**config.mk**
```make
export PLATFORM = sky130hd
export DESIGN_NAME = adc_output_port
export DESIGN_NICKNAME = d
export VERILOG_FILES = /design/src/verilog/adc_port_pkg.sv /design/src/verilog/ddr_lane.sv /design/src/verilog/serial_port.sv /design/src/verilog/adc_output_port.sv
export SDC_FILE = /design/constraint.sdc
export NUM_CORES = 1
export LEC_CHECK = 0
export BUFFER_PORTS_ARGS = -buffer_cell sky130_fd_sc_hd__buf_2
export CAP_MARGIN = 30
export CORE_ASPECT_RATIO = 0.5
export CORE_UTILIZATION = 49
export DETAILED_ROUTE_END_ITERATION = 7
export HOLD_SLACK_MARGIN = 0.15
export PLACE_DENSITY = 0.76
export SYNTH_ARGS = -nofsm -noshare
export SYNTH_HDL_FRONTEND = slang
export SYNTH_HIERARCHICAL = 1
export SYNTH_SLANG_ARGS = --single-unit
```
**constraint.sdc**
```tcl
create_clock -name pclk -period 2.3 [get_ports pclk]
set_input_delay 0 -clock pclk [delete_from_list [all_inputs] [get_ports pclk]]
set_output_delay 0 -clock pclk [all_outputs]
set_load 0.01 [all_outputs]
```
**src/verilog/adc_port_pkg.sv**
```systemverilog
package adc_port_pkg;

  ////////////////////////////////////////////////////////////////////////////
  // Register byte offsets on the bus
  localparam logic [7:0] OFF_CTRL = 8'h00;
  localparam logic [7:0] OFF_BURST_LEN = 8'h04;
  localparam logic [7:0] OFF_STATUS = 8'h08;
  localparam logic [7:0] OFF_INT_STAT = 8'h0C;
  localparam logic [7:0] OFF_INT_EN = 8'h10;
  localparam logic [7:0] OFF_INT_CLR = 8'h14;

  // Control word, shared with serial register 0
  localparam int CTRL_W = 24;
  localparam int CTRL_PDN = 0;
  localparam int CTRL_ALIGN_DIS = 1;
  localparam int CTRL_OVR_ALIGN = 2;
  localparam int CTRL_CLK_INV = 3;
  localparam int CTRL_B_ON_A = 4;
  localparam int CTRL_FEEDBACK = 5;
  localparam int CTRL_FOUR_PIN = 16;
  localparam logic [CTRL_W-1:0] CTRL_RESET = 24'h000000;
  localparam logic [15:0] BURST_LEN_RESET = 16'h0040;

  // Status word fields
  localparam int ST_HIRES = 0;
  localparam int ST_READY = 1;
  localparam int ST_ACTIVE = 2;
  localparam int ST_FOUR_PIN = 3;
  localparam int ST_ALIGNED = 4;

  // Interrupt bits
  localparam int INT_W = 4;
  localparam int INT_BURST_DONE = 0;
  localparam int INT_OVR_A = 1;
  localparam int INT_OVR_B = 2;
  localparam int INT_ALIGN = 3;

  // Data path
  localparam int SAMPLE_W = 12;
  localparam int LANE_W = SAMPLE_W + 1;
  localparam int LOWRES_DROP = 4;
  localparam int ALIGN_PERIOD_WORDS = 16;

  // Serial port framing: read flag, 7 address bits, 24 data bits
  localparam int SER_HDR_BITS = 8;
  localparam int SER_FRAME_BITS = 32;
  localparam logic [6:0] SER_ADDR_CTRL = 7'h00;

  // Timing
  localparam int CLK_PERIOD_NS = 10;
  localparam int TRIG_HOLDOFF_NS = 40;
  localparam int TRIG_HOLDOFF_CYC = (TRIG_HOLDOFF_NS + CLK_PERIOD_NS - 1) / CLK_PERIOD_NS;

  typedef enum logic [1:0] {BURST_IDLE, BURST_RUN, BURST_HOLD} burst_e;

  typedef struct packed {
    logic [SAMPLE_W-1:0] a;
    logic [SAMPLE_W-1:0] b;
    logic ovr_a;
    logic ovr_b;
  } sample_s;

  typedef struct packed {
    logic stb;
    logic [CTRL_W-1:0] data;
  } ser_wr_s;

endpackage : adc_port_pkg

```
**src/verilog/ddr_lane.sv**
```systemverilog
`timescale 1ns/1ps
module ddr_lane import adc_port_pkg::*; #(
  parameter int W = LANE_W
) (
  input wire logic pclk,
  input wire logic presetn,
  input wire logic run,
  input wire logic clk_inv,
  input wire logic clk_stop,
  input wire logic [W-1:0] word,
  output logic [W-1:0] data_r,
  output logic fwd_clk_r,
  output logic launch
);

  logic phase_r;
  logic tgl_r;
  logic tgl_nxt;

  ////////////////////////////////////////////////////////////////////////////
  // A word lives two cycles; the clock edge lands in its middle
  assign launch = run & ~phase_r;
  assign tgl_nxt = phase_r ? ~tgl_r : tgl_r;

  always_ff @(posedge pclk or negedge presetn) begin
    if (!presetn) begin
      phase_r <= 1'b0;
      tgl_r <= 1'b0;
    end else if (!run) begin
      phase_r <= 1'b0;
      tgl_r <= 1'b0;
    end else begin
      phase_r <= ~phase_r;
      tgl_r <= tgl_nxt;
    end
  end

  // New word on every clock edge, so two words per clock period
  always_ff @(posedge pclk or negedge presetn) begin
    if (!presetn) begin
      data_r <= '0;
    end else if (!run) begin
      data_r <= '0;
    end else if (launch) begin
      data_r <= word;
    end
  end

  // Polarity picks which edge sits at the word centre
  always_ff @(posedge pclk or negedge presetn) begin
    if (!presetn) begin
      fwd_clk_r <= 1'b0;
    end else if (!run || clk_stop) begin
      fwd_clk_r <= clk_inv;
    end else begin
      fwd_clk_r <= tgl_nxt ^ clk_inv;
    end
  end
endmodule : ddr_lane

```
**src/verilog/serial_port.sv**
```systemverilog
`timescale 1ns/1ps
module serial_port import adc_port_pkg::*; (
  input wire logic pclk,
  input wire logic presetn,
  input wire logic sclk,
  input wire logic serial_select_n,
  input wire logic sdio_in,
  input wire logic four_pin,
  input wire logic [CTRL_W-1:0] ctrl_rd,
  output ser_wr_s wr_r,
  output logic sdio_out_r,
  output logic sdio_oe_n_r,
  output logic read_out_r,
  output logic read_out_oe_n_r
);

  logic [2:0] s1_r;
  logic [2:0] s2_r;
  logic sclk_d_r;
  logic [5:0] cnt_r;
  logic [31:0] shin_r;
  logic [CTRL_W-1:0] shout_r;
  logic rd_r;
  logic rise;
  logic fall;
  logic sel;
  logic din;
  logic drive;

  ////////////////////////////////////////////////////////////////////////////
  // Pins come from the host's domain, two flops before use
  always_ff @(posedge pclk or negedge presetn) begin
    if (!presetn) begin
      s1_r <= 3'h2;
      s2_r <= 3'h2;
      sclk_d_r <= 1'b0;
    end else begin
      s1_r <= {sdio_in, serial_select_n, sclk};
      s2_r <= s1_r;
      sclk_d_r <= s2_r[0];
    end
  end

  assign rise = s2_r[0] & ~sclk_d_r;
  assign fall = ~s2_r[0] & sclk_d_r;
  assign sel = ~s2_r[1];
  assign din = s2_r[2];
  assign drive = sel & rd_r & (cnt_r >= 6'(SER_HDR_BITS));

  // Bit counter and input shifter; deselect aborts the frame
  always_ff @(posedge pclk or negedge presetn) begin
    if (!presetn) begin
      cnt_r <= '0;
      shin_r <= '0;
      rd_r <= 1'b0;
    end else if (!sel) begin
      cnt_r <= '0;
      rd_r <= 1'b0;
    end else if (rise && cnt_r < 6'(SER_FRAME_BITS)) begin
      cnt_r <= cnt_r + 6'h01;
      shin_r <= {shin_r[30:0], din};
      if (cnt_r == 6'h00) begin
        rd_r <= din;
      end
    end
  end

  // Read data loaded after the header, shifted on falling edges
  always_ff @(posedge pclk or negedge presetn) begin
    if (!presetn) begin
      shout_r <= '0;
    end else if (sel && rise && cnt_r == 6'(SER_HDR_BITS - 1)) begin
      shout_r <= ({shin_r[5:0], din} == SER_ADDR_CTRL) ? ctrl_rd : '0;
    end else if (sel && fall && cnt_r > 6'(SER_HDR_BITS)) begin
      shout_r <= {shout_r[CTRL_W-2:0], 1'b0};
    end
  end

  // Write strobe on the last bit; only register 0 exists
  always_ff @(posedge pclk or negedge presetn) begin
    if (!presetn) begin
      wr_r <= '0;
    end else begin
      wr_r.stb <= sel & rise & ~rd_r & (cnt_r == 6'(SER_FRAME_BITS - 1))
                  & (shin_r[29:23] == SER_ADDR_CTRL);
      wr_r.data <= {shin_r[22:0], din};
    end
  end

  // Pin drivers: shared pin turns round in 3-pin mode only
  always_ff @(posedge pclk or negedge presetn) begin
    if (!presetn) begin
      sdio_out_r <= 1'b0;
      sdio_oe_n_r <= 1'b1;
      read_out_r <= 1'b0;
      read_out_oe_n_r <= 1'b1;
    end else begin
      sdio_out_r <= shout_r[CTRL_W-1];
      sdio_oe_n_r <= ~(drive & ~four_pin);
      read_out_r <= shout_r[CTRL_W-1];
      read_out_oe_n_r <= ~four_pin;
    end
  end
endmodule : serial_port

```
**src/verilog/adc_output_port.sv**
```systemverilog
// Contract
// - The chip-enable pin is active high, and a control bit can also power the port down.
// - The serial port starts in 3-pin mode where one shared pin carries data both ways.
// - With control bit 16 of serial register 0 set, the shared pin is input only.
// - The read-out pin floats in 3-pin mode and drives read data in 4-pin mode.
// - Channel A sends its 12-bit sample on a DDR bus, bit 11 most significant.
// - Channel B sends its 12-bit sample on its own DDR bus, bit 11 most significant.
// - Bus A has a forwarded DDR clock whose centred edge polarity is programmable.
// - Bus B has its own forwarded clock, which may be stopped so bus A's clock serves.
// - An alignment output is driven for multi-converter sync and can be disabled.
// - Each bus has an over-range output, optionally carrying the alignment signal.
// - A ready output shows when a new burst request can be accepted.
// - The high-resolution indicator is high exactly while full 12-bit words are sent.
// - The alignment input is idle low; its first high resets the logic and starts alignment.
//
// The implementer's own choices: register access over APB and the placing of the registers.
`timescale 1ns/1ps
module adc_output_port import adc_port_pkg::*; #(
  parameter int BURST_W = 16
) (
  input wire logic pclk,
  input wire logic presetn,
  input wire logic [7:0] paddr,
  input wire logic psel,
  input wire logic penable,
  input wire logic pwrite,
  input wire logic [31:0] pwdata,
  output logic [31:0] prdata,
  output logic pready,
  output logic pslverr,
  input wire logic chip_enable,
  input wire sample_s sample_in,
  input wire logic align_in,
  input wire logic burst_request_in,
  input wire logic sclk,
  input wire logic serial_select_n,
  input wire logic sdio_in,
  output logic sdio_out,
  output logic sdio_oe_n,
  output logic serial_read_out_pin,
  output logic serial_read_out_oe_n,
  output logic [SAMPLE_W-1:0] chan_a_out_bus,
  output logic [SAMPLE_W-1:0] chan_b_out_bus,
  output logic chan_a_fwd_clock,
  output logic chan_b_fwd_clock,
  output logic chan_a_over_range,
  output logic chan_b_over_range,
  output logic align_out,
  output logic burst_request_ready,
  output logic hi_res_out,
  output logic irq
);

  logic [CTRL_W-1:0] ctrl_r;
  logic [BURST_W-1:0] burst_len_r;
  logic [INT_W-1:0] int_stat_r;
  logic [INT_W-1:0] int_en_r;
  logic [INT_W-1:0] int_ev;
  logic [2:0] pin1_r;
  logic [2:0] pin2_r;
  logic align_d_r;
  logic trig_d_r;
  logic align_rise;
  logic trig_rise;
  logic active;
  logic run_r;
  logic aligned_r;
  logic [$clog2(ALIGN_PERIOD_WORDS)-1:0] align_cnt_r;
  logic align_pulse;
  burst_e burst_st_r;
  logic [BURST_W-1:0] burst_cnt_r;
  logic [$clog2(TRIG_HOLDOFF_CYC+1)-1:0] hold_cnt_r;
  logic ready_r;
  logic hires_r;
  logic align_out_r;
  logic irq_r;
  logic feedback;
  logic [LANE_W-1:0] word_a;
  logic [LANE_W-1:0] word_b;
  logic [LANE_W-1:0] lane_a;
  logic [LANE_W-1:0] lane_b;
  logic launch_a;
  ser_wr_s ser_wr;
  logic apb_access;
  logic apb_wr;
  logic [31:0] rd_mux;
  logic rd_ok;

  ////////////////////////////////////////////////////////////////////////////
  // Pin inputs from outside: two flops, then edge detect on the second
  always_ff @(posedge pclk or negedge presetn) begin
    if (!presetn) begin
      pin1_r <= 3'h0;
      pin2_r <= 3'h0;
      align_d_r <= 1'b0;
      trig_d_r <= 1'b0;
    end else begin
      pin1_r <= {burst_request_in, align_in, chip_enable};
      pin2_r <= pin1_r;
      align_d_r <= pin2_r[1];
      trig_d_r <= pin2_r[2];
    end
  end

  assign active = pin2_r[0] & ~ctrl_r[CTRL_PDN];
  assign align_rise = pin2_r[1] & ~align_d_r;
  assign trig_rise = pin2_r[2] & ~trig_d_r;
  assign feedback = ctrl_r[CTRL_FEEDBACK];

  ////////////////////////////////////////////////////////////////////////////
  // Bus slave: one wait state, answer from flops
  assign apb_access = psel & penable;
  assign apb_wr = apb_access & pwrite & pready;

  always_comb begin
    rd_mux = 32'h00000000;
    rd_ok = 1'b1;
    case (paddr)
      OFF_CTRL: rd_mux = {8'h00, ctrl_r};
      OFF_BURST_LEN: rd_mux = 32'(burst_len_r);
      OFF_STATUS: rd_mux = 32'({aligned_r, ctrl_r[CTRL_FOUR_PIN], active, ready_r, hires_r});
      OFF_INT_STAT: rd_mux = 32'(int_stat_r);
      OFF_INT_EN: rd_mux = 32'(int_en_r);
      OFF_INT_CLR: rd_mux = 32'h00000000;
      default: rd_ok = 1'b0;
    endcase
  end

  always_ff @(posedge pclk or negedge presetn) begin
    if (!presetn) begin
      pready <= 1'b0;
      prdata <= 32'h00000000;
      pslverr <= 1'b0;
    end else begin
      pready <= apb_access & ~pready;
      prdata <= (apb_access && !pready && !pwrite) ? rd_mux : 32'h00000000;
      pslverr <= apb_access & ~pready & ~rd_ok;
    end
  end

  // Control word: bus write beats a serial write in the same cycle
  always_ff @(posedge pclk or negedge presetn) begin
    if (!presetn) begin
      ctrl_r <= CTRL_RESET;
      burst_len_r <= BURST_W'(BURST_LEN_RESET);
      int_en_r <= '0;
    end else begin
      if (apb_wr && paddr == OFF_CTRL) begin
        ctrl_r <= pwdata[CTRL_W-1:0];
      end else if (ser_wr.stb) begin
        ctrl_r <= ser_wr.data;
      end
      if (apb_wr && paddr == OFF_BURST_LEN) begin
        burst_len_r <= pwdata[BURST_W-1:0];
      end
      if (apb_wr && paddr == OFF_INT_EN) begin
        int_en_r <= pwdata[INT_W-1:0];
      end
    end
  end

  ////////////////////////////////////////////////////////////////////////////
  // Sticky events; a new event wins over a clear in the same cycle
  assign int_ev[INT_BURST_DONE] = (burst_st_r == BURST_RUN) && launch_a
                                  && (burst_cnt_r <= BURST_W'(1));
  assign int_ev[INT_OVR_A] = active & sample_in.ovr_a;
  assign int_ev[INT_OVR_B] = active & sample_in.ovr_b;
  assign int_ev[INT_ALIGN] = align_rise;

  always_ff @(posedge pclk or negedge presetn) begin
    if (!presetn) begin
      int_stat_r <= '0;
      irq_r <= 1'b0;
    end else begin
      if (apb_wr && paddr == OFF_INT_CLR) begin
        int_stat_r <= (int_stat_r & ~pwdata[INT_W-1:0]) | int_ev;
      end else begin
        int_stat_r <= int_stat_r | int_ev;
      end
      irq_r <= |(int_stat_r & int_en_r);
    end
  end

  ////////////////////////////////////////////////////////////////////////////
  // Lanes run while enabled; an alignment rise drops them for one cycle
  always_ff @(posedge pclk or negedge presetn) begin
    if (!presetn) begin
      run_r <= 1'b0;
    end else begin
      run_r <= active & ~align_rise;
    end
  end

  // Alignment pulse train, one word in every period, restarted by the input
  always_ff @(posedge pclk or negedge presetn) begin
    if (!presetn) begin
      aligned_r <= 1'b0;
      align_cnt_r <= '0;
    end else if (align_rise) begin
      aligned_r <= 1'b1;
      align_cnt_r <= '0;
    end else if (aligned_r && launch_a) begin
      align_cnt_r <= align_cnt_r + 1'b1;
    end
  end

  assign align_pulse = aligned_r & (align_cnt_r == '0);

  always_ff @(posedge pclk or negedge presetn) begin
    if (!presetn) begin
      align_out_r <= 1'b0;
    end else begin
      align_out_r <= align_pulse & active & ~ctrl_r[CTRL_ALIGN_DIS];
    end
  end

  ////////////////////////////////////////////////////////////////////////////
  // Burst sequencer: request only taken while ready; hold-off before re-arm
  always_ff @(posedge pclk or negedge presetn) begin
    if (!presetn) begin
      burst_st_r <= BURST_IDLE;
      burst_cnt_r <= '0;
      hold_cnt_r <= '0;
    end else if (!run_r || !feedback) begin
      burst_st_r <= BURST_IDLE;
    end else begin
      case (burst_st_r)
        BURST_IDLE: begin
          if (trig_rise && ready_r) begin
            burst_st_r <= BURST_RUN;
            burst_cnt_r <= burst_len_r;
          end
        end
        BURST_RUN: begin
          if (launch_a) begin
            burst_cnt_r <= burst_cnt_r - 1'b1;
            if (burst_cnt_r <= BURST_W'(1)) begin
              burst_st_r <= BURST_HOLD;
              hold_cnt_r <= ($bits(hold_cnt_r))'(TRIG_HOLDOFF_CYC);
            end
          end
        end
        BURST_HOLD: begin
          if (hold_cnt_r <= ($bits(hold_cnt_r))'(1)) begin
            burst_st_r <= BURST_IDLE;
          end else begin
            hold_cnt_r <= hold_cnt_r - 1'b1;
          end
        end
        default: burst_st_r <= BURST_IDLE;
      endcase
    end
  end

  // Ready and resolution flags; outside a burst feedback words are cut short
  always_ff @(posedge pclk or negedge presetn) begin
    if (!presetn) begin
      ready_r <= 1'b0;
      hires_r <= 1'b0;
    end else begin
      ready_r <= active & feedback & (burst_st_r == BURST_IDLE);
      hires_r <= run_r & (~feedback | (burst_st_r == BURST_RUN));
    end
  end

  ////////////////////////////////////////////////////////////////////////////
  // Lane words: top bit is over-range or the alignment pulse
  always_comb begin
    word_a[SAMPLE_W-1:0] = sample_in.a;
    word_b[SAMPLE_W-1:0] = sample_in.b;
    if (!hires_r) begin
      word_a[LOWRES_DROP-1:0] = '0;
      word_b[LOWRES_DROP-1:0] = '0;
    end
    word_a[SAMPLE_W] = ctrl_r[CTRL_OVR_ALIGN] ? align_pulse : sample_in.ovr_a;
    word_b[SAMPLE_W] = ctrl_r[CTRL_OVR_ALIGN] ? align_pulse : sample_in.ovr_b;
  end

  ddr_lane #(.W(LANE_W)) lane_a_u (
    .pclk(pclk),
    .presetn(presetn),
    .run(run_r),
    .clk_inv(ctrl_r[CTRL_CLK_INV]),
    .clk_stop(1'b0),
    .word(word_a),
    .data_r(lane_a),
    .fwd_clk_r(chan_a_fwd_clock),
    .launch(launch_a)
  );

  // Bus B clock may be parked so the receiver uses the bus A clock
  ddr_lane #(.W(LANE_W)) lane_b_u (
    .pclk(pclk),
    .presetn(presetn),
    .run(run_r),
    .clk_inv(ctrl_r[CTRL_CLK_INV]),
    .clk_stop(ctrl_r[CTRL_B_ON_A]),
    .word(word_b),
    .data_r(lane_b),
    .fwd_clk_r(chan_b_fwd_clock),
    .launch()
  );

  serial_port serial_u (
    .pclk(pclk),
    .presetn(presetn),
    .sclk(sclk),
    .serial_select_n(serial_select_n),
    .sdio_in(sdio_in),
    .four_pin(ctrl_r[CTRL_FOUR_PIN]),
    .ctrl_rd(ctrl_r),
    .wr_r(ser_wr),
    .sdio_out_r(sdio_out),
    .sdio_oe_n_r(sdio_oe_n),
    .read_out_r(serial_read_out_pin),
    .read_out_oe_n_r(serial_read_out_oe_n)
  );

  assign chan_a_out_bus = lane_a[SAMPLE_W-1:0];
  assign chan_b_out_bus = lane_b[SAMPLE_W-1:0];
  assign chan_a_over_range = lane_a[SAMPLE_W];
  assign chan_b_over_range = lane_b[SAMPLE_W];
  assign align_out = align_out_r;
  assign burst_request_ready = ready_r;
  assign hi_res_out = hires_r;
  assign irq = irq_r;
endmodule : adc_output_port

```
After elaboration in Yosys (flattened, before gate mapping)
Cells that the tools add are included.

Flip-flop bits (word level): 249. Input port bits: 77. Output and inout port bits: 70. Logic and storage cells: 210.

Add/sub/neg operators: 4. $lt $le $gt $ge: 5. Equal/unequal tests: 19. Mux-type cells: 45. Bitwise operators: 55. Reduce and logical (&&, ||, !) cells: 41.

Operators by type and width (number): $mux 24 (5); $pmux 24 s5 (1); $mux 13 (4); $mux 16 (2); $mux 32 (1); $pmux 16 s2 (1); $and 1x1->1 (28); $mux 4 (5); $not 1->1 (19); $eq 8x4->1 const B (2); $eq 8x5->1 const B (2); $le 16x1->1 const B (1); $sub 16x1->16 const B (1); $logic_and 1x1->1 (15); $logic_not 7->1 (2); $mux 1 (14); $reduce_bool 2->1 (7); $mux 6 (2); $ne 3x3->1 const B (4); $mux 2 (5); $mux 3 (3); $and 4x4->4 (2); $eq 8x3->1 const B (1); $logic_not 8->1 (1); other kinds (29) (41).

Longest topological paths before layout
Depth after elaboration: 6. Gate-level depth with buffers: 8. Mapped depth without buffers: 6.

Cells and area by module
The synthesis kept the hierarchy.

Modules (own cells, without submodules): adc_output_port (times used 1, cells an instance 479, area each 5521.5 µm², sequential area each 2829.0 µm²); serial_port (times used 1, cells an instance 233, area each 3543.4 µm², sequential area each 2407.3 µm²); ddr_lane (times used 2, cells an instance 50, area each 683.2 µm², sequential area each 400.4 µm²).

Worst setup path after synthesis
Ideal clock, no wire load.

Kind: register to register. Start point: register run_r. End point: register hold_cnt_r[0]. Setup time: 0.138 ns. Data arrival time: 1.978 ns. Data required time: 2.162 ns. Slack: 0.184 ns. Cell stages (with the launch flop): 7. Clock period less this slack: 2.116 ns. Path through: dfrtp_1 clkbuf_1 nor2b_1 nor4b_2 o2111ai_2 o31ai_2 mux2i_1.

Elaborated cells between the ends (all ways): 6.

RTL lines: start, declared (line adc_output_port.sv:66) `logic run_r;`; start signal, assigned (line adc_output_port.sv:190) `run_r <= active & ~align_rise;`; $and 1x1->1 (line ddr_lane.sv:22) `assign launch = run & ~phase_r;`; net launch_a (line adc_output_port.sv:82) `logic launch_a;`; $ne 2x2->1 (no line); $reduce_and 5->1 (no line); end signal, assigned (line adc_output_port.sv:239) `hold_cnt_r <= ($bits(hold_cnt_r))'(TRIG_HOLDOFF_CYC);`; end signal, assigned (line adc_output_port.sv:247) `hold_cnt_r <= hold_cnt_r - 1'b1;`; end, declared (line adc_output_port.sv:72) `logic [$clog2(TRIG_HOLDOFF_CYC+1)-1:0] hold_cnt_r;`.

The timed path passes the listed nets, and every way through them passes these cells. A chain may end at the register's enable or synchronous reset.

Final worst setup path
Start point: register pready. End point: register prdata[18].

Cells in the longest elaborated chain, start to end: 4.

RTL lines: start, declared (line adc_output_port.sv:29) `output logic pready,`; start signal, assigned (line adc_output_port.sv:135) `pready <= apb_access & ~pready;`; $logic_not 1->1 (line adc_output_port.sv:136) `prdata <= (apb_access && !pready && !pwrite) ? rd_mux : 32'h00000000;`; $logic_and 1x1->1 (2 in a row) (line adc_output_port.sv:136); $mux 32 (line adc_output_port.sv:136); end signal, assigned (line adc_output_port.sv:136); end, declared (line adc_output_port.sv:28) `output logic [31:0] prdata,`.

No other way between the ends.

==> results.yml <==
die:
  die_y_um: 105
  io_pins: 147
  core_area_mm2: 0.0207
  dieWidth_um: 208
  die_area_mm2: 0.0219
  num_rows: 37
  start_util_pct: 50.4
setup_path:
  r2r_cells: 6
  rrSetupSlack_ns: 0.23
  start_kind: "register"
  cp.arrival_ns: 2.48
  worstSetupPathType: "reg -> reg"
  timing.rr.end: "prdata[18]"
  worstPathMaxFanout: 19
  critPathRequiredTime_ns: 2.71
  r2r_start: "pready"
  endpoint_kind: "register"
global_routing:
  grt.total_usage_pct: 22.3
  grt_max_degree: 78
  grt_pass1_wl_um: 39100
  antenna_found_initial: 0
  grt_overflow: 0
  first_global_vias: 7633
cts:
  cts_hold_buf: 81
  cts_tree: "built"
  ctsHtreeMaxLevel: 1
  cts_resized: 0
  cts_root_buffer: "clkbuf_16"
  clock_latency_ns: 0.51
  cts_buffers: 22
  post_cts.repair.setup_buffers: 0
  clock-sinks: 241
  clock_tree.buffer_depth: 3
  path_clk_slew_ns: 0.07
layout:
  fillers: 1511
  diodes: 0
  finish.net_count: 1117
  final_util_pct: 62.8
  syn_to_final_growth_pct: 24.6
  drive_gt1_share_pct: 30.0
  multi_input_area_mm2: 0.00405
  regArea_mm2: 0.00604
placement:
  gp_congestion: 0.884
  pre_cts_slack_ns: 0.387
  dp_hpwl_um: 15200
  io_buffers: 130
routing:
  drt-total-wl_um: 23800
  postRouteAntennaNets: 0
  drc: 0
  via_per_inst: 5.54
  firstDrtPassIters: 6
  num_vias: 7313
  drtIter0Drc: 528
  wl_per_cell_um: 18.0
logic_synthesis:
  avgSynthCellArea_um2: 12.8
  synthesis.area_mm2: 0.0104
  yosys.cell_types.count: 81
  yosys.area.top_type: "dfrtp_1"
  synth_top_area_share_pct: 56.6
  yosysSeqAreaShare_pct: 57.9
  ys_ff_latch: 241
  synth_enable_flop_cells: 0
  ys_warn_count: 6
  synthTopCellsByArea: "dfrtp_1 (57%), mux2_2 (9.7%), mux2i_1 (4.0%)"
  netlist_instances: 812
  async_reset_ff_share_pct: 100
  synth_flop_cell: "dfrtp_1"
sta:
  finalClockSkew_ns: 0.0100
  rsz0062_at_grt: "false"
  drv_slew: 0
  hold_viol: 0
  worstMarginPinSlew_ns: 0.626
  min_period_over_period_pct: 90.2
  min_period_ns: 2.07
  worst_slack_ns: 0.226
  fin_setup_tns_ns: 0
  clock.fmax_mhz: 482
  slew_headroom_pct: 58.3
  setup_viol: 0
worst_hold_path:
  min_path_cells: 4
  min_from: "penable"
  holdPathEnd: "int_stat_r[3]"
  min_path_type: "in -> reg"
power_and_ir_drop:
  power.leakage_nw: 6.42
  power_density_mw_per_mm2: 716
  ir_drop_mv: 0.388
  report.power.total_w: 0.00931
run:
  max_cap_violations: 0
status:
  status: "finished clean"
-- cell usage in the layout (no fill, tap or decap), types with 6 or more instances in the layout --
| cell type | netlist | layout |
|---|---|---|
| and2_1 | 13 | 13 |
| o22ai_1 | 6 | 6 |
| nand3_1 | 16 | 16 |
| mux2_1 | 10 | 10 |
| a21oi_1 | 21 | 21 |
| nand3b_1 | 7 | 7 |
| nand2_1 | 24 | 24 |
| dfrtp_1 | 236 | 236 |
| buf_2 | 17 | 129 |
| and3_1 | 27 | 27 |
| conb_1 | 1 | 9 |
| clkbuf_16 | 0 | 22 |
| a22oi_1 | 6 | 6 |
| mux2i_1 | 42 | 42 |
| buf_4 | 12 | 26 |
| nand4_1 | 10 | 10 |
| nor3b_1 | 8 | 8 |
| o21ai_0 | 14 | 14 |
| nor2b_1 | 39 | 38 |
| a221o_1 | 27 | 27 |
| nor3_1 | 9 | 9 |
| mux2_2 | 90 | 90 |
| inv_1 | 18 | 18 |
| ha_1 | 8 | 8 |
| nor2_1 | 40 | 40 |
| dlygate4sd3_1 | 0 | 81 |
-- per-layer routing --
metal | global-route usage (%) | wire [um] | vias to the layer above
li1 | - | - | 3370
met1 | 29.5 | 10600 | 3655
met2 | 37.5 | 11500 | 240
met3 | 3.73 | 1190 | 48
met4 | 7.35 | 594 | 0
met5 | 0 | 0 | -
-- sequential cells by signal, summed over array words and instances (netlist names), 4 cells and up --
signal and count:
lane_a_u/data_r 13, align_cnt_r 4, serial_u/shin_r 30, burst_len_r 16, prdata 24, burst_cnt_r 16
ctrl_r 24, serial_u/wr_r 25, int_en_r 4, serial_u/shout_r 24, int_stat_r 4, lane_b_u/data_r 13
serial_u/cnt_r 6
-- where the power goes --
| group | total (W) | switching, W | internal, W |
|---|---|---|---|
| Sequential | 0.00460 | 0.000149 | 0.00445 |
| Combinational | 0.000739 | 0.000363 | 0.000376 |
| Clock | 0.00397 | 0.00159 | 0.00238 |
| Total | 0.00931 | 0.00210 | 0.00721 |
-- critical path, stage by stage (launching register included) --
cell,delay (ns)
dfrtp_1,0.38
nand3b_1,0.15
dlygate4sd3_1,0.61
nor2_1,0.19
nand3_1,0.10
buf_4,0.22
nor3b_1,0.30
-- cell type report --
class / count / share of cell area, %
Sequential cell: 241 / 46.5
Multi-Input combinational cell: 509 / 31.1
Timing Repair Buffer: 239 / 13.1
Clock buffer: 30 / 4.85
Tap cell: 273 / 2.63
Clock inverter: 9 / 1.25
Inverter: 19 / 0.549
-- worst max-delay path by stage --
stage | startpoint | to | slack (ns) | cells past startpoint
5_1_grt | pready | prdata[18] | 0.15 | 6
6_report | pready | prdata[18] | 0.23 | 6
3_5_place_dp | burst_cnt_r[0] | burst_cnt_r[14] | 0.39 | 6
3_3_place_gp | burst_cnt_r[0] | burst_cnt_r[12] | 0.43 | 6
4_1_cts | pready | prdata[18] | 0.31 | 6
2_1_floorplan | run_r | hold_cnt_r[0] | 0.18 | 6
-- cells by family after synthesis --
family	after synthesis	synth area share, %
buf+inv	70	3.66
simple gates	231	13.4
compound gates	109	8.22
other cells	1	0.0359
xor+xnor	10	0.983
fa+ha+maj	8	0.960
mux	142	14.8
flops	241	57.9
-- cells in the mapped netlist (16+ instances only) --
library cell and n:
dfrtp_1 236, mux2_2 90, mux2i_1 42, nor2_1 40
nor2b_1 39, a221o_1 27, and3_1 27, nand2_1 24
a21oi_1 21, inv_1 18, buf_2 17, nand3_1 16
-- metrics by stage --
step	instances	cell area, um^2	hold slack (ns)
2_1_floorplan	820	10500	-0.296
3_3_place_gp	1200	11400	0.0197
3_5_place_dp	1200	11400	0.0337
4_1_cts	1320	13000	0.157
5_1_grt	1320	13000	0.175
6_report	1320	13000	0.182
No activity file was read; power rests on OpenSTA's default activity.
